`src/rtl/twoi_cfg.svh`:
```
// offsets, field positions, reset values and timing counts of the typewriter output host
`ifndef TWOI_CFG_SVH
`define TWOI_CFG_SVH

`define TWOI_ADDR_W 12
`define TWOI_CODE_W 8
`define TWOI_FIFO_DEPTH 32
`define TWOI_CNT_W 6

`define TWOI_CTRL_OFS 12'h000
`define TWOI_STAT_OFS 12'h004
`define TWOI_DATA_OFS 12'h008
`define TWOI_LAST_OFS 12'h00c
`define TWOI_SENT_OFS 12'h010

`define TWOI_CTRL_EN_BIT 0
`define TWOI_CTRL_CLR_BIT 1
`define TWOI_CTRL_RST 1'h0

`define TWOI_STAT_CNT_LSB 0
`define TWOI_STAT_RDY_BIT 8
`define TWOI_STAT_ACK_BIT 9
`define TWOI_STAT_IDLE_BIT 10

`define TWOI_LAST_KIND_LSB 8

`define TWOI_FN_SPACE 8'h0f
`define TWOI_FN_BKSP 8'h1f
`define TWOI_FN_LC 8'h2f
`define TWOI_FN_LOCK 8'h3f
`define TWOI_FN_TAB 8'h4f
`define TWOI_FN_CR 8'h5f
`define TWOI_FN_UC 8'h6f
`define TWOI_FN_UNLOCK 8'h7f

`define TWOI_CLK_NS 50
`define TWOI_SETUP_NS 1000
`define TWOI_SETUP_CYC ((`TWOI_SETUP_NS + `TWOI_CLK_NS - 1) / `TWOI_CLK_NS)
`define TWOI_SETUP_W 5

`endif

```
`src/rtl/twoi_pkg.sv`:
```
// types shared by the typewriter output host
package twoi_pkg;
   typedef enum logic [3:0] {
      K_CHAR, K_SPACE, K_BKSP, K_TAB, K_CR, K_UC, K_LC, K_LOCK, K_UNLOCK
   } twoi_kind_t;

   typedef enum logic [2:0] {
      ST_IDLE, ST_SETUP, ST_WAIT_FALL, ST_WAIT_RISE
   } twoi_st_t;

   typedef struct packed {
      twoi_kind_t kind;
      logic [7:0] code;
   } twoi_sent_t;
endpackage

```
`src/rtl/twoi_fifo.sv`:
```
// parameterised fifo between the register bus and the code handshake
`timescale 1ns/1ps
module twoi_fifo #(
   parameter int W = 8,
   parameter int D = 32
) (
   input wire logic clk, // clock
   input wire logic rst_n, // async reset, low
   input wire logic in_valid, // push request
   output logic in_ready, // room left
   input wire logic [W-1:0] in_data, // pushed word
   output logic out_valid, // word available
   input wire logic out_ready, // pop request
   output logic [W-1:0] out_data, // head word
   output logic [$clog2(D):0] count // words held
);
   localparam int AW = $clog2(D);
   logic [W-1:0] mem [D];
   logic [AW-1:0] wr_reg;
   logic [AW-1:0] rd_reg;
   logic [AW:0] cnt_reg;
   logic push;
   logic pop;

   assign in_ready = (cnt_reg != (AW+1)'(D));
   assign out_valid = (cnt_reg != '0);
   assign out_data = mem[rd_reg];
   assign count = cnt_reg;
   assign push = in_valid & in_ready;
   assign pop = out_ready & out_valid;

   always_ff @(posedge clk) begin
      if (push) begin
         mem[wr_reg] <= in_data;
      end
   end

   always_ff @(posedge clk or negedge rst_n) begin
      if (!rst_n) begin
         wr_reg <= '0;
         rd_reg <= '0;
         cnt_reg <= '0;
      end else begin
         if (push) begin
            wr_reg <= (wr_reg == AW'(D-1)) ? '0 : wr_reg + 1'b1;
         end
         if (pop) begin
            rd_reg <= (rd_reg == AW'(D-1)) ? '0 : rd_reg + 1'b1;
         end
         if (push && !pop) begin
            cnt_reg <= cnt_reg + 1'b1;
         end else if (pop && !push) begin
            cnt_reg <= cnt_reg - 1'b1;
         end
      end
   end
endmodule

```
`src/rtl/twoi_host.sv`:
```
// host end that feeds 8-bit codes to the typewriter output interface
// How it works
// - host puts the code on bits 0..7 before raising word-ready
// - on rising ack the host supplies the next code
// - function codes: 0f 1f 4f 5f 6f 2f 3f 7f as listed
// - a test fixture may replace the host and show input buffer
//
// The register offsets and the APB slave port were decided locally.
`timescale 1ns/1ps
`include "twoi_cfg.svh"
module twoi_host (
   input wire logic pclk, // bus clock, 20 MHz
   input wire logic presetn, // async reset, low
   input wire logic psel, // apb select
   input wire logic penable, // apb enable
   input wire logic pwrite, // apb direction
   input wire logic [`TWOI_ADDR_W-1:0] paddr, // apb byte address
   input wire logic [31:0] pwdata, // apb write data
   output logic [31:0] prdata, // apb read data
   output logic pready, // apb ready
   output logic pslverr, // apb error
   output logic [`TWOI_CODE_W-1:0] out_code, // code bits to interface
   output logic out_word_ready, // word-ready to interface
   input wire logic out_word_ack // acknowledge from interface
);
   function automatic logic is_mapped(input logic [`TWOI_ADDR_W-1:0] a);
      is_mapped = (a == `TWOI_CTRL_OFS) || (a == `TWOI_STAT_OFS) ||
         (a == `TWOI_DATA_OFS) || (a == `TWOI_LAST_OFS) || (a == `TWOI_SENT_OFS);
   endfunction

   function automatic twoi_pkg::twoi_kind_t fn_kind(input logic [7:0] c);
      case (c)
         `TWOI_FN_SPACE: fn_kind = twoi_pkg::K_SPACE;
         `TWOI_FN_BKSP: fn_kind = twoi_pkg::K_BKSP;
         `TWOI_FN_TAB: fn_kind = twoi_pkg::K_TAB;
         `TWOI_FN_CR: fn_kind = twoi_pkg::K_CR;
         `TWOI_FN_UC: fn_kind = twoi_pkg::K_UC;
         `TWOI_FN_LC: fn_kind = twoi_pkg::K_LC;
         `TWOI_FN_LOCK: fn_kind = twoi_pkg::K_LOCK;
         `TWOI_FN_UNLOCK: fn_kind = twoi_pkg::K_UNLOCK;
         default: fn_kind = twoi_pkg::K_CHAR;
      endcase
   endfunction

   logic en_reg;
   logic [15:0] sent_reg;
   twoi_pkg::twoi_sent_t last_reg;
   twoi_pkg::twoi_st_t st_reg;
   logic [`TWOI_SETUP_W-1:0] cnt_reg;
   logic [`TWOI_CODE_W-1:0] code_reg;
   logic rdy_reg;
   logic pready_reg;
   logic pslverr_reg;
   logic [31:0] prdata_reg;
   logic [31:0] rd_mux;
   logic acc;
   logic data_wr;
   logic can_ans;
   logic fire;
   logic f_in_ready;
   logic f_out_valid;
   logic f_pop;
   logic [`TWOI_CODE_W-1:0] f_data;
   logic [`TWOI_CNT_W-1:0] f_count;

   assign prdata = prdata_reg;
   assign pready = pready_reg;
   assign pslverr = pslverr_reg;
   assign out_code = code_reg;
   assign out_word_ready = rdy_reg;

   // a data write is held in its access phase while the fifo is full
   assign acc = psel & penable & ~pready_reg;
   assign data_wr = pwrite && (paddr == `TWOI_DATA_OFS);
   assign can_ans = ~data_wr | f_in_ready;
   assign fire = psel & penable & pready_reg;
   assign f_pop = (st_reg == twoi_pkg::ST_IDLE) & en_reg & f_out_valid;

   twoi_fifo #(
      .W(`TWOI_CODE_W),
      .D(`TWOI_FIFO_DEPTH)
   ) u_fifo (
      .clk(pclk),
      .rst_n(presetn),
      .in_valid(fire & data_wr),
      .in_ready(f_in_ready),
      .in_data(pwdata[`TWOI_CODE_W-1:0]),
      .out_valid(f_out_valid),
      .out_ready(f_pop),
      .out_data(f_data),
      .count(f_count)
   );

   always_comb begin
      rd_mux = 32'h0000_0000;
      case (paddr)
         `TWOI_CTRL_OFS: rd_mux[`TWOI_CTRL_EN_BIT] = en_reg;
         `TWOI_STAT_OFS: begin
            rd_mux[`TWOI_STAT_CNT_LSB +: `TWOI_CNT_W] = f_count;
            rd_mux[`TWOI_STAT_RDY_BIT] = rdy_reg;
            rd_mux[`TWOI_STAT_ACK_BIT] = out_word_ack;
            rd_mux[`TWOI_STAT_IDLE_BIT] = (st_reg == twoi_pkg::ST_IDLE) & ~f_out_valid;
         end
         `TWOI_LAST_OFS: begin
            rd_mux[7:0] = last_reg.code;
            rd_mux[`TWOI_LAST_KIND_LSB +: 4] = last_reg.kind;
         end
         `TWOI_SENT_OFS: rd_mux[15:0] = sent_reg;
         default: rd_mux = 32'h0000_0000;
      endcase
   end

   always_ff @(posedge pclk or negedge presetn) begin
      if (!presetn) begin
         pready_reg <= 1'b0;
         pslverr_reg <= 1'b0;
         prdata_reg <= 32'h0000_0000;
      end else begin
         pready_reg <= acc & can_ans;
         pslverr_reg <= acc & can_ans & ~is_mapped(paddr);
         prdata_reg <= (acc & can_ans & ~pwrite) ? rd_mux : 32'h0000_0000;
      end
   end

   always_ff @(posedge pclk or negedge presetn) begin
      if (!presetn) begin
         en_reg <= `TWOI_CTRL_RST;
      end else if (fire && pwrite && paddr == `TWOI_CTRL_OFS) begin
         en_reg <= pwdata[`TWOI_CTRL_EN_BIT];
      end
   end

   // code handshake; ready low time equals the setup wait plus one cycle
   always_ff @(posedge pclk or negedge presetn) begin
      if (!presetn) begin
         st_reg <= twoi_pkg::ST_IDLE;
         cnt_reg <= '0;
         code_reg <= 8'h00;
         rdy_reg <= 1'b0;
      end else begin
         case (st_reg)
            twoi_pkg::ST_IDLE: begin
               if (f_pop) begin
                  code_reg <= f_data;
                  cnt_reg <= `TWOI_SETUP_W'(`TWOI_SETUP_CYC - 1);
                  st_reg <= twoi_pkg::ST_SETUP;
               end
            end
            twoi_pkg::ST_SETUP: begin
               if (cnt_reg == '0) begin
                  rdy_reg <= 1'b1;
                  st_reg <= twoi_pkg::ST_WAIT_FALL;
               end else begin
                  cnt_reg <= cnt_reg - 1'b1;
               end
            end
            twoi_pkg::ST_WAIT_FALL: begin
               // ack must first drop to show this word was loaded
               if (!out_word_ack) begin
                  st_reg <= twoi_pkg::ST_WAIT_RISE;
               end
            end
            twoi_pkg::ST_WAIT_RISE: begin
               if (out_word_ack) begin
                  rdy_reg <= 1'b0;
                  st_reg <= twoi_pkg::ST_IDLE;
               end
            end
            default: st_reg <= twoi_pkg::ST_IDLE;
         endcase
      end
   end

   always_ff @(posedge pclk or negedge presetn) begin
      if (!presetn) begin
         last_reg <= '0;
      end else if (f_pop) begin
         last_reg.code <= f_data;
         last_reg.kind <= fn_kind(f_data);
      end
   end

   // counter clear and a completed word in one cycle: the count still advances
   always_ff @(posedge pclk or negedge presetn) begin
      if (!presetn) begin
         sent_reg <= 16'h0000;
      end else if (st_reg == twoi_pkg::ST_WAIT_RISE && out_word_ack) begin
         sent_reg <= sent_reg + 16'h0001;
      end else if (fire && pwrite && paddr == `TWOI_CTRL_OFS && pwdata[`TWOI_CTRL_CLR_BIT]) begin
         sent_reg <= 16'h0000;
      end
   end

   property p_code_setup;
      @(posedge pclk) disable iff (!presetn)
      $rose(out_word_ready) |-> $stable(out_code) && $past(st_reg) == twoi_pkg::ST_SETUP;
   endproperty
   a_code_setup: assert property (p_code_setup) else $error("code not set before ready");

   property p_code_held;
      @(posedge pclk) disable iff (!presetn)
      out_word_ready && $past(out_word_ready) |-> $stable(out_code);
   endproperty
   a_code_held: assert property (p_code_held) else $error("code changed while ready high");

   property p_ack_release;
      @(posedge pclk) disable iff (!presetn)
      (st_reg == twoi_pkg::ST_WAIT_RISE && out_word_ack) |=> !out_word_ready ##1 !out_word_ready;
   endproperty
   a_ack_release: assert property (p_ack_release) else $error("ready not dropped on ack");

   property p_next_code;
      @(posedge pclk) disable iff (!presetn)
      $fell(out_word_ready) && f_out_valid && en_reg |=> st_reg == twoi_pkg::ST_SETUP;
   endproperty
   a_next_code: assert property (p_next_code) else $error("next code not supplied");

   property p_kind;
      @(posedge pclk) disable iff (!presetn)
      f_pop && f_data == `TWOI_FN_CR |=> last_reg.kind == twoi_pkg::K_CR;
   endproperty
   a_kind: assert property (p_kind) else $error("carrier return code misclassified");

   property p_full_stall;
      @(posedge pclk) disable iff (!presetn)
      acc && data_wr && !f_in_ready |=> !pready;
   endproperty
   a_full_stall: assert property (p_full_stall) else $error("write answered into full fifo");

   c_word: cover property (@(posedge pclk) disable iff (!presetn) $fell(out_word_ready));
   c_full: cover property (@(posedge pclk) disable iff (!presetn) acc && data_wr && !f_in_ready);
   c_space: cover property (@(posedge pclk) disable iff (!presetn)
      f_pop && f_data == `TWOI_FN_SPACE);
endmodule

```
`config.mk`:
```
export PLATFORM = sky130hd
export DESIGN_NAME = twoi_host
export DESIGN_NICKNAME = d
export VERILOG_FILES = /design/src/rtl/twoi_pkg.sv /design/src/rtl/twoi_fifo.sv /design/src/rtl/twoi_host.sv
export VERILOG_INCLUDE_DIRS = /design/src /design/src/rtl
export SDC_FILE = /design/constraint.sdc
export NUM_CORES = 1
export LEC_CHECK = 0
export BUFFER_PORTS_ARGS = -buffer_cell sky130_fd_sc_hd__buf_2
export CORE_MARGIN = 5
export CORE_UTILIZATION = 45
export DETAILED_ROUTE_END_ITERATION = 6
export PLACE_DENSITY = 0.73
export SLEW_MARGIN = 10
export SYNTH_ARGS = -nofsm -noshare
export SYNTH_HDL_FRONTEND = slang
export SYNTH_SLANG_ARGS = --single-unit
```
`constraint.sdc`:
```
create_clock -name pclk -period 4.9 [get_ports pclk]
set_input_delay 0.49 -clock pclk [delete_from_list [all_inputs] [get_ports pclk]]
set_output_delay 0.49 -clock pclk [all_outputs]
set_load 0.01 [all_outputs]
```
=== Yosys cells after proc, flatten, opt, wreduce, memory -nomap -nowiden ===
Memory sizes are Yosys's and may differ from the RTL's.
Cells that the tools add are included.
Widths: inputs -> output; s select.

* Reduce and logical (&&, ||, !) cells: 25
* Muxes and demuxes: 27
* Add/subtract/negate cells: 6
* Eq/ne operators: 23
* Bitwise logic cells: 18

{| class="wikitable"
|+ Operators by type and width
! kind !! count
|-
| $mux 16 || 3
|-
| $eq 8x7->1 const B || 4
|-
| $pmux 4 s8 || 1
|-
| $eq 12x4->1 const B || 2
|-
| $mux 5 || 4
|-
| $add 16x1->16 const B || 1
|-
| $eq 8x6->1 const B || 2
|-
| $pmux 5 s3 || 1
|-
| $and 1x1->1 || 12
|-
| $eq 12x3->1 const B || 1
|-
| $eq 12x5->1 const B || 1
|-
| $logic_not 12->1 || 1
|-
| $mux 3 || 4
|-
| $mux 6 || 2
|-
| $pmux 3 s4 || 1
|-
| $add 5x1->5 const B || 2
|-
| $eq 5x5->1 const B || 2
|-
| $pmux 5 s2 || 1
|-
| $pmux 3 s3 || 1
|-
| $eq 8x4->1 const B || 1
|-
| $eq 8x5->1 const B || 1
|-
| $ne 2x2->1 const B || 4
|-
| $reduce_bool 2->1 || 4
|-
| $logic_and 1x1->1 || 7
|-
| 22 further kinds || 36
|}

* Word-level logic and storage cells: 114
* Input port bits: 50
* Register bits after elaboration: 80
* Memories: 1
* Memory bits (writable): 256
* Output and inout port bits: 43

{| class="wikitable"
|+ Memories
! name !! depth !! width !! rd ports !! clocked after Yosys merged registers in !! wr ports !! RTL line !! source
|-
| u_fifo.mem || 32 || 8 || 1 || 0 || 1 || twoi_fifo.sv:18 || <nowiki>logic [W-1:0] mem [D];</nowiki>
|}

=== Logic depth before layout (Yosys ltp) ===
Gate-level depths: netlist of the first run.

* Word-level depth: 8
* Gate-level depth with buffers: 15
* Depth with buffers taken out: 15

=== Modules after synthesis ===
Synthesis of the first run repeated with hierarchy kept, for this count alone.

* Cell total of the unflattened synthesis: 951
* Area, all modules: 14,351.3 µm²

{| class="wikitable"
|+ Modules (own cells, without submodules)
! module !! times used !! cells each !! area an instance (µm²) !! seq. area each (µm²)
|-
| twoi_fifo || 1 || 616 || 11,116.9 || 8,087.8
|-
| twoi_host || 1 || 335 || 3,234.4 || 1,576.5
|}

=== Least setup slack after synthesis of the first run ===
No wires, ideal clock.

* Path type: input port to flip-flop
* From: in paddr[9]
* To: reg u_fifo.cnt_reg[5] (netlist: u_fifo.count[5])
* Data required time: 4,774 ps
* Slack: 1,298 ps
* Stages: 15
* Arrival time: 3,476 ps
* Buffers on the path: 0
* Setup time: 126 ps
* Path through: or4_1 nor4_2 and4_1 nand3_1 clkinv_1 ha_1 inv_1 ha_1 a21o_1 a21oi_1 o21bai_1 a21oi_1 xnor2_1 nor2_1 xor2_1

* Cells in the longest elaborated chain, start to end: 7
* Elaborated cells on any way between the ends: 9
* Classes of those cells: 1 x eq/ne; 1 x mux; 2 x bitwise; 5 x reduce/logical

{| class="wikitable"
|+ Ends and longest elaborated chain
! what !! RTL line !! source
|-
| start: declaration || twoi_host.sv:17 || <nowiki>input wire logic [`TWOI_ADDR_W-1:0] paddr,</nowiki>
|-
| $eq 12x4->1 (no line) (*) || - ||
|-
| $logic_and 1x1->1 (*) || twoi_host.sv:74 || <nowiki>assign data_wr = pwrite && (paddr == `TWOI_DATA_OFS);</nowiki>
|-
| $and 1x1->1 (*) || twoi_host.sv:85 || <nowiki>.in_valid(fire & data_wr),</nowiki>
|-
| $and 1x1->1 (*) || twoi_fifo.sv:29 || <nowiki>assign push = in_valid & in_ready;</nowiki>
|-
| via u_fifo.push || twoi_fifo.sv:22 || <nowiki>logic push;</nowiki>
|-
| $logic_not 1->1 || twoi_fifo.sv:52 || <nowiki>end else if (pop && !push) begin</nowiki>
|-
| $logic_and 1x1->1 || twoi_fifo.sv:52 ||
|-
| $reduce_bool 2->1 (no line) || - ||
|-
| end signal: assignment || twoi_fifo.sv:51 || <nowiki>cnt_reg <= cnt_reg + 1'b1;</nowiki>
|-
| end signal: assignment || twoi_fifo.sv:53 || <nowiki>cnt_reg <= cnt_reg - 1'b1;</nowiki>
|-
| end: declaration || twoi_fifo.sv:21 || <nowiki>logic [AW:0] cnt_reg;</nowiki>
|}

Mark *: on every way through the listed nets, which the timed path passes. The rest lies on a longest branch.
A chain may end at the register's enable or synchronous reset.

=== Worst setup path after layout of the first run ===
* From: reg u_fifo.cnt_reg[0] (netlist: u_fifo.count[0])
* To: reg u_fifo.cnt_reg[5] (netlist: u_fifo.count[5])

* Elaborated cells on any way between the ends: 14
* Classes of those cells: 2 x add/sub; 1 x eq/ne; 2 x mux; 3 x bitwise; 6 x reduce/logical

{| class="wikitable"
|+ RTL lines
! what !! RTL line !! source
|-
| $ne 6x6->1 (*) || twoi_fifo.sv:25 || <nowiki>assign in_ready = (cnt_reg != (AW+1)'(D));</nowiki>
|-
| $and 1x1->1 (*) || twoi_fifo.sv:29 ||
|-
| via u_fifo.push || twoi_fifo.sv:22 ||
|-
| $logic_not 1->1 || twoi_fifo.sv:52 ||
|-
| $logic_and 1x1->1 || twoi_fifo.sv:52 ||
|-
| $reduce_bool 2->1 (no line) || - ||
|}

Mark *: on every way through the listed nets, which the timed path passes. The rest lies on a longest branch. The select of a mux whose other input is x is not followed.

==> metrics, run 1 <==
status=completed; maximum clock rate=0.2594 GHz; Final Non-Filler Cells=1,373; Setup TNS Final=0 ps; worst-path fanout max=9; Port Buffers=52; GRT overflow=0; most frequent cell after synthesis=edfxtp_1; vias in the first global route=a little under 8,000; Hold Slack=149.4 ps; Vias/cell=5.734; initial drt markers=796; Most used DFF post-synth=edfxtp_1; max reg flops=roughly 260; # IOs=93; Logic pwr share=5.1%; cts hold-fix bufs=0; Hold Vio Cnt, Final=0; Final #Nets=1,022; clock buffer depth=3; crit start category=flip-flop; overall global routing resource usage=16.33%; Starting Density=45.69%; #FFs+latches synth=335; H-Tree Depth=2; CP endpoint kind=flip-flop; die area=34,770 um2; # rows=64; 1st-pass router iterations=6; synthesized area=14,010 um2; number of cells on the worst reg-to-reg path=15; RSZ-0062 raised after global routing=false; final WL=29.03 mm; final period utilization=just under 80%; worst path arrival time=4240 ps; pre-CTS WS=679.6 ps; Post-DP Area=around 15,000 um2; Core Region=30,670 um2; leading area contributor after synthesis=edfxtp_1; cell area after layout=roughly 16,000 um2; Critical Path RT=5290 ps; Cells after Synth=886; reg-to-reg startpoint=u_fifo.count[0]; reg-to-reg endpoint=u_fifo.count[5]; Pins Over Slew Limit=0; Least-Margin Pin Slew=between 1000 and 1500 ps; Clock transition at path regs=60 ps; Static Leakage=roughly 5.6 nW; placed insts=~1,300; asr flop ratio synth=around a quarter; Post-synth top cells=edfxtp_1, nor2_1, dfrtp_1; share of power burned in the clock network=between 40% and 50%; Wirelength per Cell=approximately 21 um; chip width=between 150 and 200 um; CTS Sinks=335; Internal Power=4.727 mW; critical path class=reg2reg; Yosys cell types=57; cell area power density=between 300 and 400 nW/um2; Sw Pwr=1.328 mW; global-route wire length before repair=45.24 mm; Max Cap Viol=0; fin worst setup slack=1046 ps; total clock buffers created by CTS=35; ANT nets after route=0; DR vias=7,873; reg-to-reg slack, setup=1050 ps; peak supply drop=0.0003250 V; Synth-to-Final Area Change=12.39%; Slew headroom=16.74%; syn_area_per_cell=~16 um2; Util after Layout=about half; post-synth top area share=a little over half; root buf cell=clkbuf_16; Clock Latency Late Sink=530 ps; total power=6.055 mW; largest net degree at the start of global routing=80; Post-synth EDFFs=256; clk_skew=22.61 ps; Post-CTS Setup Bufs=0; antenna cells=0; gpl congestion=just over 0.8; dpl hpwl=18.11 mm; Worst Hold Class=in2async; initial antenna violation count=0; DRC=0; post-cts resize count=0; ranking of synthesized cells by area=edfxtp_1, dfrtp_1, mux4_2; layout cells sized above 1=19.45%; fin crit period=3854 ps; Die H=186.5 um; final setup vio count=0; synth warn=0; CTS tree=built; switch share=a little over a fifth; sequential-to-total area share from yosys stat=68.96%; Flop pwr share=52.3%
-- cell type report --
class,instances,area (um2)
sequential,335,9669
fill,2485,14920
tap,396,495.5
timing repair buffer,65,360.3
inverter,14,52.55
multi-input combinational,500,4054
clock inverter,18,148.9
clock buffer,45,969.7
-- power by group through the flow --
| stage | logic (mW) | clock network [mW] | registers [mW] |
|---|---|---|---|
| after floorplan | 0.206 | 0 | 3.21 |
| after global placement | 0.295 | 0 | 3.22 |
| after detailed placement | 0.310 | 0 | 3.22 |
| after CTS | 0.310 | 2.63 | 3.16 |
| after global routing | 0.351 | 2.75 | 3.17 |
| final | 0.307 | 2.58 | 3.17 |
-- logic make-up after synthesis --
kind of cell,Yosys count,share of synthesized area [%]
DFF,335,68.96
muxes,90,12.17
adders and majority gates,21,1.929
xor gates and xnor gates,11,0.6875
buffers and inverters,66,2.679
AOI/OAI and AO/OA,120,5.214
and+or+nand+nor,242,8.330
other,1,0.02676
-- cell usage in the layout (no fill, tap or decap), types with 3 or more instances in the layout --
cell and count:
a21o_1 13, a21oi_1 26, a22oi_1 4, a31oi_1 3
a32oi_1 4, and2_1 8, and3_1 6, and4_1 3
buf_2 51, buf_4 14, clkbuf_1 6, clkbuf_16 37
clkinv_1 8, clkinv_2 6, conb_1 16, dfrtp_1 77
edfxtp_1 256, ha_1 20, inv_1 13, mux2_2 6
mux2i_1 23, mux4_1 9, mux4_2 52, nand2_1 58
nand3_1 25, nand3b_1 10, nand4_1 9, nor2_1 89
nor2b_1 4, nor3_1 6, o211ai_1 3, o21ai_0 41
o22ai_1 16, or3_1 6, or3b_2 5, xnor2_1 6
xor2_1 5
-- routing by layer --
metal	GRT usage (%)	wire [um]
met1	22.36	11900
met5	0	0
met2	25.82	13810
met4	5.101	676
met3	4.447	2638
-- worst max-delay path: stages, from the launching register on --
cell      delay (ps)
dfrtp_1          450
or4_1            600
nor2_1           230
nand2_1           80
nand3_1          250
clkinv_1         310
ha_1             300
inv_1            170
ha_1             260
a21o_1           180
a21oi_1          250
o21bai_1          90
a21oi_1          170
xnor2_1          140
nor2_1            60
xor2_1           150
-- worst max path at each step --
stage / slack [ps] / to / depth (start not counted) / from
finish: 1050 / u_fifo.count[5] / 15 / u_fifo.count[0]
detailed placement: 680 / u_fifo.count[5] / 16 / paddr[9]
global route: 670 / u_fifo.count[5] / 15 / u_fifo.count[0]
CTS: 1040 / u_fifo.count[5] / 15 / u_fifo.count[0]
floorplan: 1300 / u_fifo.count[5] / 15 / paddr[9]
global placement: 740 / u_fifo.count[5] / 16 / paddr[9]
Power figures use the tool's default switching activity.
==> run 2, diff against run 1 <==
--- a/config.mk
+++ b/config.mk
@@ -6,6 +6,7 @@
 export SDC_FILE = /design/constraint.sdc
 export NUM_CORES = 1
 export LEC_CHECK = 0
+export ABC_AREA = 1
 export BUFFER_PORTS_ARGS = -buffer_cell sky130_fd_sc_hd__buf_2
 export CORE_MARGIN = 5
 export CORE_UTILIZATION = 45
==> constraint.sdc (replaced) <==
create_clock -name pclk -period 3.76 [get_ports pclk]
set_input_delay 0.376 -clock pclk [delete_from_list [all_inputs] [get_ports pclk]]
set_output_delay 0.376 -clock pclk [all_outputs]
set_load 0.01 [all_outputs]
==> run 2 against run 1 <==
Effect of this change:
- area after synthesis is 4.6% higher
- register-to-register slack got worse by 120 ps
- non-clock buffer count up 2
- fmax up 36%
- largest power group unchanged
- clock power rose by 24%
- wire length increased by 9.6%
- final cell count up 40%
- sequential power increased by 30%
==> metrics, run 2 <==
status=completed (unchanged); DRC=0 (unchanged); Port Buffers=52 (unchanged); simple-gate share of the synthesized area=23.76% (was 8.330%); pre-CTS WS=643.2 ps (was 679.6 ps); reg-to-reg endpoint=u_fifo.count[5] (unchanged); Final Non-Filler Cells=1,926 (was 1,373); Wirelength per Cell=16.52 um (was 21.14 um); syn_area_per_cell=10.32 um2 (was 15.82 um2); worst path bufs/invs=3 (was 2); Sw Pwr=1.690 mW (was 1.328 mW); Die H=190.5 um (was 186.5 um); hold-critical path depth=2; synthesized area=14,660 um2 (was 14,010 um2); Yosys cell types=39 (was 57); die area=36,280 um2 (was 34,770 um2); reg-to-reg slack, setup=930 ps (was 1050 ps); max reg flops=256 (unchanged); Slowest-stage cell, CP=dfrtp_1 (was or4_1); Internal Power=6.011 mW (was 4.727 mW); dpl hpwl=19.27 mm (was 18.11 mm); # IOs=93 (unchanged); CP endpoint kind=flip-flop (unchanged); reg-to-reg startpoint=u_fifo.count[0] (unchanged); sequential-to-total area share from yosys stat=65.94% (was 68.96%); switch share=21.95% (was 21.94%); Static Leakage=6.488 nW (was 5.630 nW); largest net degree at the start of global routing=131 (was 80); Post-synth top cells=nand2_1, edfxtp_1, nand3_1 (was edfxtp_1, nor2_1, dfrtp_1); vias in the first global route=9,592 (was 7,863); peak supply drop=0.0003386 V (was 0.0003250 V); CP Cell Sequence=inv_1 -> nand4_1 -> nor3_1 -> inv_1 -> nand2_1 -> nor2_1 -> ha_1 -> inv_1 -> ha_1 -> nand2_1 -> nand2_1 -> a31oi_1 -> nor2_1 -> nor2_1 -> nor2_1 -> o21ai_0 -> nand2_1 -> nor2_1 -> xor2_1 (was or4_1 -> nor2_1 -> nand2_1 -> nand3_1 -> clkinv_1 -> ha_1 -> inv_1 -> ha_1 -> a21o_1 -> a21oi_1 -> o21bai_1 -> a21oi_1 -> xnor2_1 -> nor2_1 -> xor2_1); #FFs+latches synth=335 (unchanged); Post-CTS Setup Bufs=0 (unchanged); clock buffer depth=3 (unchanged); ANT nets after route=0 (unchanged); Vias/cell=5.259 (was 5.734); cell area after layout=16,270 um2 (was 15,750 um2); synth warn=0 (unchanged); Post-synth EDFFs=256 (unchanged); total clock buffers created by CTS=35 (unchanged); met3 Use GR=2.838% (was 4.447%); layout cells sized above 1=8.086% (was 19.45%); commonest non-fill, non-tap cell in the layout=nand2_1 (was edfxtp_1); fin worst setup slack=926.9 ps (was 1046 ps); Post-DP Area=15,210 um2 (was 14,630 um2); post-synthesis adder-cell area fraction=1.844% (was 1.929%); met2 Resource Use GR=28.87% (was 25.82%); overall global routing resource usage=17.42% (was 16.33%); CTS tree=built (unchanged); crit start category=flip-flop (unchanged); # rows=66 (was 64); Cells after Synth=1,420 (was 886); Logic pwr share=5.1% (about the same); Compound-Gate Fraction of Synth Area=3.150% (was 5.214%); Clock transition at path regs=60 ps (about the same); DR vias=10,130 (was 7,873); Util after Layout=50.26% (was 51.35%); Hold Vio Cnt, Final=0 (unchanged); cell area power density=473.4 nW/um2 (was 384.5 nW/um2); commonest cells after routing, fill and taps aside=nand2_1, edfxtp_1, nand3_1 (was edfxtp_1, nor2_1, dfrtp_1); global-route wire length before repair=50.42 mm (was 45.24 mm); initial antenna violation count=0 (unchanged); final setup vio count=0 (unchanged); Setup TNS Final=0 ps (unchanged); critical path class=reg2reg (unchanged); antenna cells=0 (unchanged); leading area contributor after synthesis=edfxtp_1 (unchanged); RSZ-0062 raised after global routing=false (unchanged); cell family with most CP delay=simple AND/OR/NAND/NOR gates (unchanged); Hold Slack=103.3 ps (was 149.4 ps); Starting Density=45.27% (was 45.69%); root buf cell=clkbuf_16 (unchanged); Pins Over Slew Limit=0 (unchanged); fin crit period=2833 ps (was 3854 ps); share of power burned in the clock network=41.5% (was 42.6%); most frequent cell after synthesis=nand2_1 (was edfxtp_1); xor-xnor portion of the synthesized cell area=0.1793% (was 0.6875%); worst-path fanout max=7 (was 9); 1st-pass router iterations=5 (was 6); Final #Nets=1,530 (was 1,022); cell mode on critical path=nor2_1; final WL=31.82 mm (was 29.03 mm); Hold Path Origin=pwrite; Flop pwr share=53.4% (was 52.3%); placed insts=1,863 (was 1,310); CTS Sinks=335 (unchanged); asr flop ratio synth=23.58% (unchanged); ranking of synthesized cells by area=edfxtp_1, dfrtp_1, nand2_1 (was edfxtp_1, dfrtp_1, mux4_2); Least-Margin Pin Slew=805.6 ps (was 1249 ps); met1 Track Usage GR=23.83% (was 22.36%); Max Cap Viol=0 (unchanged); chip width=190.5 um (was 186.5 um); clk_skew=22.77 ps (was 22.61 ps); layer with the highest usage=met2 (unchanged); total power=7.701 mW (was 6.055 mW); Clock Latency Late Sink=520 ps (was 530 ps); Layout fillers=2,831 (was 2,485); GRT overflow=0 (unchanged); multiplexer area fraction after synthesis=0.1451% (was 12.17%); Worst Hold Class=in2reg (was in2async); Critical Path RT=4190 ps (was 5290 ps); post-synth top area share=52.45% (was 54.86%); Synth-to-Final Area Change=11.01% (was 12.39%); Most used DFF post-synth=edfxtp_1 (unchanged); maximum clock rate=0.3530 GHz (was 0.2594 GHz); Worst path depth=19 (was 15); Min-Delay Endpoint=pready; initial drt markers=910 (was 796); Slew headroom=46.29% (was 16.74%); number of cells on the worst reg-to-reg path=19 (was 15); crit-path max cell delay=430 ps (was 600 ps); H-Tree Depth=2 (unchanged); Core Region=32,370 um2 (was 30,670 um2); largest family of logic cells by synthesized area=simple AND/OR/NAND/NOR gates (was multiplexers); gpl congestion=0.9315 (was 0.8263); worst path arrival time=3260 ps (was 4240 ps); final period utilization=75.35% (was 78.66%)
run 2: cell count changes after synthesis, sizes merged, moves of 22 or more:
cell	change
mux2i	-22
mux4	-61
inv	+54
buf	+28
nand3	+213
nand2	+412
run 2: worst max path at each step:
stage / to / start / slack (ps)
6_report: u_fifo.count[5] / u_fifo.count[0] / 930
5_1_grt: u_fifo.count[5] / u_fifo.count[0] / 490
4_1_cts: u_fifo.count[5] / u_fifo.count[0] / 940
3_5_place_dp: u_fifo.count[5] / paddr[5] / 640
3_3_place_gp: u_fifo.count[5] / paddr[5] / 690
2_1_floorplan: u_fifo.count[5] / paddr[5] / 1000
run 2: worst reg2reg max path, delay by kind of cell (launching register included):
kind | cells | cell delay [ps]
and+or+nand+nor | 11 | 980
adders and majority gates | 2 | 490
DFF | 1 | 430
buffers and inverters | 3 | 360
AOI/OAI and AO/OA | 2 | 340
xor gates and xnor gates | 1 | 150
run 2: kinds of logic after synthesis:
family / after synthesis
AOI/OAI and AO/OA: 81
xor gates and xnor gates: 3
adders and majority gates: 21
buffers and inverters: 149
DFF: 335
muxes: 2
other: 1
and+or+nand+nor: 828
run 2: cell type report:
cell class | count | area (um2) | share of cell area, %
Multi-Input combinational cell | 951 | 4322 | 26.56
Sequential cell | 335 | 9669 | 59.43
Clock inverter | 14 | 105.1 | 0.6460
Inverter | 69 | 260.3 | 1.600
Clock buffer | 48 | 944.7 | 5.806
Timing Repair Buffer | 67 | 415.4 | 2.553
Tap cell | 442 | 553.0 | 3.399
run 2: timing repair:
| action | 4_1_cts | 5_1_grt |
|---|---|---|
| gates resized for setup | 0 | 0 |
| endpoints found under the hold margin | 55 | 0 |
| hold buffers | 1 | 0 |
run 2: power groups by stage:
stage | Sequential (mW) | Clock [mW] | Combinational [mW]
4_1_cts | 4.11 | 3.26 | 0.400
3_5_place_dp | 4.18 | 0 | 0.399
6_report | 4.11 | 3.20 | 0.396
5_1_grt | 4.12 | 3.42 | 0.454
2_1_floorplan | 4.17 | 0 | 0.253
3_3_place_gp | 4.18 | 0 | 0.372
run 2: per-layer routing:
layer	wire length [um]	vias to the layer above
met5	0	-
met4	877	0
met3	2612	60
met2	14910	412
met1	13420	4777
li1	-	4879
==> run 3, diff against run 2 <==
==> constraint.sdc (replaced) <==
create_clock -name pclk -period 2.7 [get_ports pclk]
set_input_delay 0.27 -clock pclk [delete_from_list [all_inputs] [get_ports pclk]]
set_output_delay 0.27 -clock pclk [all_outputs]
set_load 0.01 [all_outputs]
==> run 3 against run 2 <==
Effect of this change:
- hold slack worse by 2.5 ps
- fmax rose by 13%
- combinational power is 45% higher
- non-clock buffer count rose by 52
- die area unchanged
- highest routed layer unchanged
==> metrics, run 3 (synthesis results as in run 2) <==
final period utilization=92.77% (was 75.35%); root buf cell=clkbuf_16 (unchanged); crit-path max cell delay=400 ps (was 430 ps); Critical Path RT=3140 ps (was 4190 ps); Die H=190.5 um (unchanged); maximum clock rate=0.3992 GHz (was 0.3530 GHz); final WL=33.25 mm (was 31.82 mm); Layout fillers=2,787 (was 2,831); initial antenna violation count=0 (unchanged); worst-path fanout max=3 (was 7); reg-to-reg startpoint=u_fifo.count[3] (was u_fifo.count[0]); Core Region=32,370 um2 (unchanged); Clock transition at path regs=60 ps (about the same); cell family with most CP delay=simple AND/OR/NAND/NOR gates (unchanged); Hold Vio Cnt, Final=0 (unchanged); antenna cells=0 (unchanged); CP Cell Sequence=inv_2 -> nand4_1 -> nor3_2 -> inv_1 -> nand2_2 -> nor2_4 -> ha_4 -> inv_4 -> ha_4 -> nand2_2 -> nand2_2 -> a31oi_4 -> nor2_2 -> nor2_1 -> nor2_1 -> o21ai_1 -> nand2_1 -> nor2_1 -> xor2_1 (was inv_1 -> nand4_1 -> nor3_1 -> inv_1 -> nand2_1 -> nor2_1 -> ha_1 -> inv_1 -> ha_1 -> nand2_1 -> nand2_1 -> a31oi_1 -> nor2_1 -> nor2_1 -> nor2_1 -> o21ai_0 -> nand2_1 -> nor2_1 -> xor2_1); Vias/cell=5.268 (was 5.259); total clock buffers created by CTS=35 (unchanged); worst path arrival time=2950 ps (was 3260 ps); Hold Slack=100.8 ps (was 103.3 ps); ANT nets after route=0 (unchanged); top layer in use=met4 (unchanged); status=completed (unchanged); Starting Density=45.27% (unchanged); Final Non-Filler Cells=1,980 (was 1,926); hold-critical path depth=5 (was 2); placed insts=1,910 (was 1,863); Multi-input gate area=4387 um2 (was 4322 um2); Least-Margin Pin Slew=748.4 ps (was 805.6 ps); commonest non-fill, non-tap cell in the layout=nand2_1 (unchanged); Hold Path Origin=penable (was pwrite); Slew headroom=50.11% (was 46.29%); Setup TNS Final=0 ps (unchanged); initial drt markers=885 (was 910); Min-Delay Endpoint=pslverr (was pready); 1st-pass router iterations=5 (unchanged); final setup vio count=0 (unchanged); largest net degree at the start of global routing=72 (was 131); CP endpoint kind=flip-flop (unchanged); CTS Sinks=335 (unchanged); Worst Hold Class=in2reg (unchanged); fin crit period=2505 ps (was 2833 ps); number of cells on the worst reg-to-reg path=19 (unchanged); # rows=66 (unchanged); DR vias=10,430 (was 10,130); Clock Latency Late Sink=530 ps (was 520 ps); reg-to-reg slack, setup=200 ps (was 930 ps); overall global routing resource usage=18.11% (was 17.42%); DRC=0 (unchanged); DR WL met2=15.66 mm (was 14.91 mm); Register Area=9669 um2 (unchanged); cell area power density=662.8 nW/um2 (was 473.4 nW/um2); Port Buffers=52 (unchanged); chip width=190.5 um (unchanged); GRT overflow=0 (unchanged); met3 WL=2.406 mm (was 2.612 mm); vias in the first global route=10,120 (was 9,592); wl on met1=14.26 mm (was 13.42 mm); H-Tree Depth=2 (unchanged); dpl hpwl=20.79 mm (was 19.27 mm); Wirelength per Cell=16.79 um (was 16.52 um); layout cells sized above 1=12.81% (was 8.086%); Max Cap Viol=0 (unchanged); crit start category=flip-flop (unchanged); Worst path depth=19 (unchanged); critical path class=reg2reg (unchanged); Util after Layout=52.25% (was 50.26%); clock buffer depth=3 (unchanged); global-route wire length before repair=52.70 mm (was 50.42 mm); reg-to-reg endpoint=u_fifo.count[5] (unchanged); clk_skew=22.35 ps (was 22.77 ps); max reg flops=256 (unchanged); die area=36,280 um2 (unchanged); CTS tree=built (unchanged); Static Leakage=6.832 nW (was 6.488 nW); worst path bufs/invs=3 (unchanged); peak supply drop=0.0006478 V (was 0.0003386 V); # IOs=93 (unchanged); commonest cells after routing, fill and taps aside=nand2_1, edfxtp_1, nand3_1 (unchanged); Slowest-stage cell, CP=dfrtp_1 (unchanged); total power=11.21 mW (was 7.701 mW); Final #Nets=1,582 (was 1,530); Synth-to-Final Area Change=15.40% (was 11.01%); Pins Over Slew Limit=0 (unchanged); gpl congestion=0.9018 (was 0.9315)
run 3: per-layer routing:
metal | global-route usage, % | up-vias
met5 | 0 | -
met4 | 5.663 | 0
met3 | 3.607 | 75
met2 | 29.90 | 400
met1 | 24.38 | 4971
li1 | - | 4985
run 3: timing repair:
action,in CTS,in global routing
buffers inserted,0,4
hold buffers,2,0
resized for setup,0,19
setup endpoints to repair,0,2
hold endpoints to repair,32,0
run 3: worst max-delay path by stage:
stage	startpoint	end
after detailed placement	paddr[5]	u_fifo.count[5]
after global placement	paddr[5]	u_fifo.count[5]
after global routing	u_fifo.count[2]	u_fifo.count[5]
after floorplan	st_reg[0]	u_fifo.count[5]
after CTS	u_fifo.count[1]	u_fifo.count[5]
final	u_fifo.count[3]	u_fifo.count[5]
run 3: where the power goes:
group / total, mW / internal, mW / switching, mW
combinational: 0.573 / 0.177 / 0.396
clock: 4.91 / 2.96 / 1.96
sequential: 5.72 / 5.64 / 0.0790
total: 11.2 / 8.78 / 2.43
run 3: area by class of cell:
type	instances	share of cell area, %
sequential	335	57.17
multi-input combinational	951	25.94
clock buffer	44	5.763
timing repair buffer	119	5.001
tap	442	3.270
inverter	69	1.554
clock inverter	20	1.302
run 3: worst reg2reg max path, stage by stage (launching register included):
cell and delay, ps:
dfrtp_1 400, inv_2 70, nand4_1 140, nor3_2 210, inv_1 70, nand2_2 80
nor2_4 50, ha_4 160, inv_4 60, ha_4 220, nand2_2 60, nand2_2 50
a31oi_4 160, nor2_2 70, nor2_1 100, nor2_1 60, o21ai_1 150, nand2_1 60
nor2_1 130, xor2_1 140
run 3: stage by stage:
| stage | setup slack, ps | cell area (um2) |
|---|---|---|
| final | 195.2 | 16910 |
| after global routing | -19.66 | 16910 |
| after CTS | 39.18 | 16810 |
| after detailed placement | -92.82 | 15600 |
| after global placement | -7.385 | 15600 |
| after floorplan | 31.17 | 14710 |
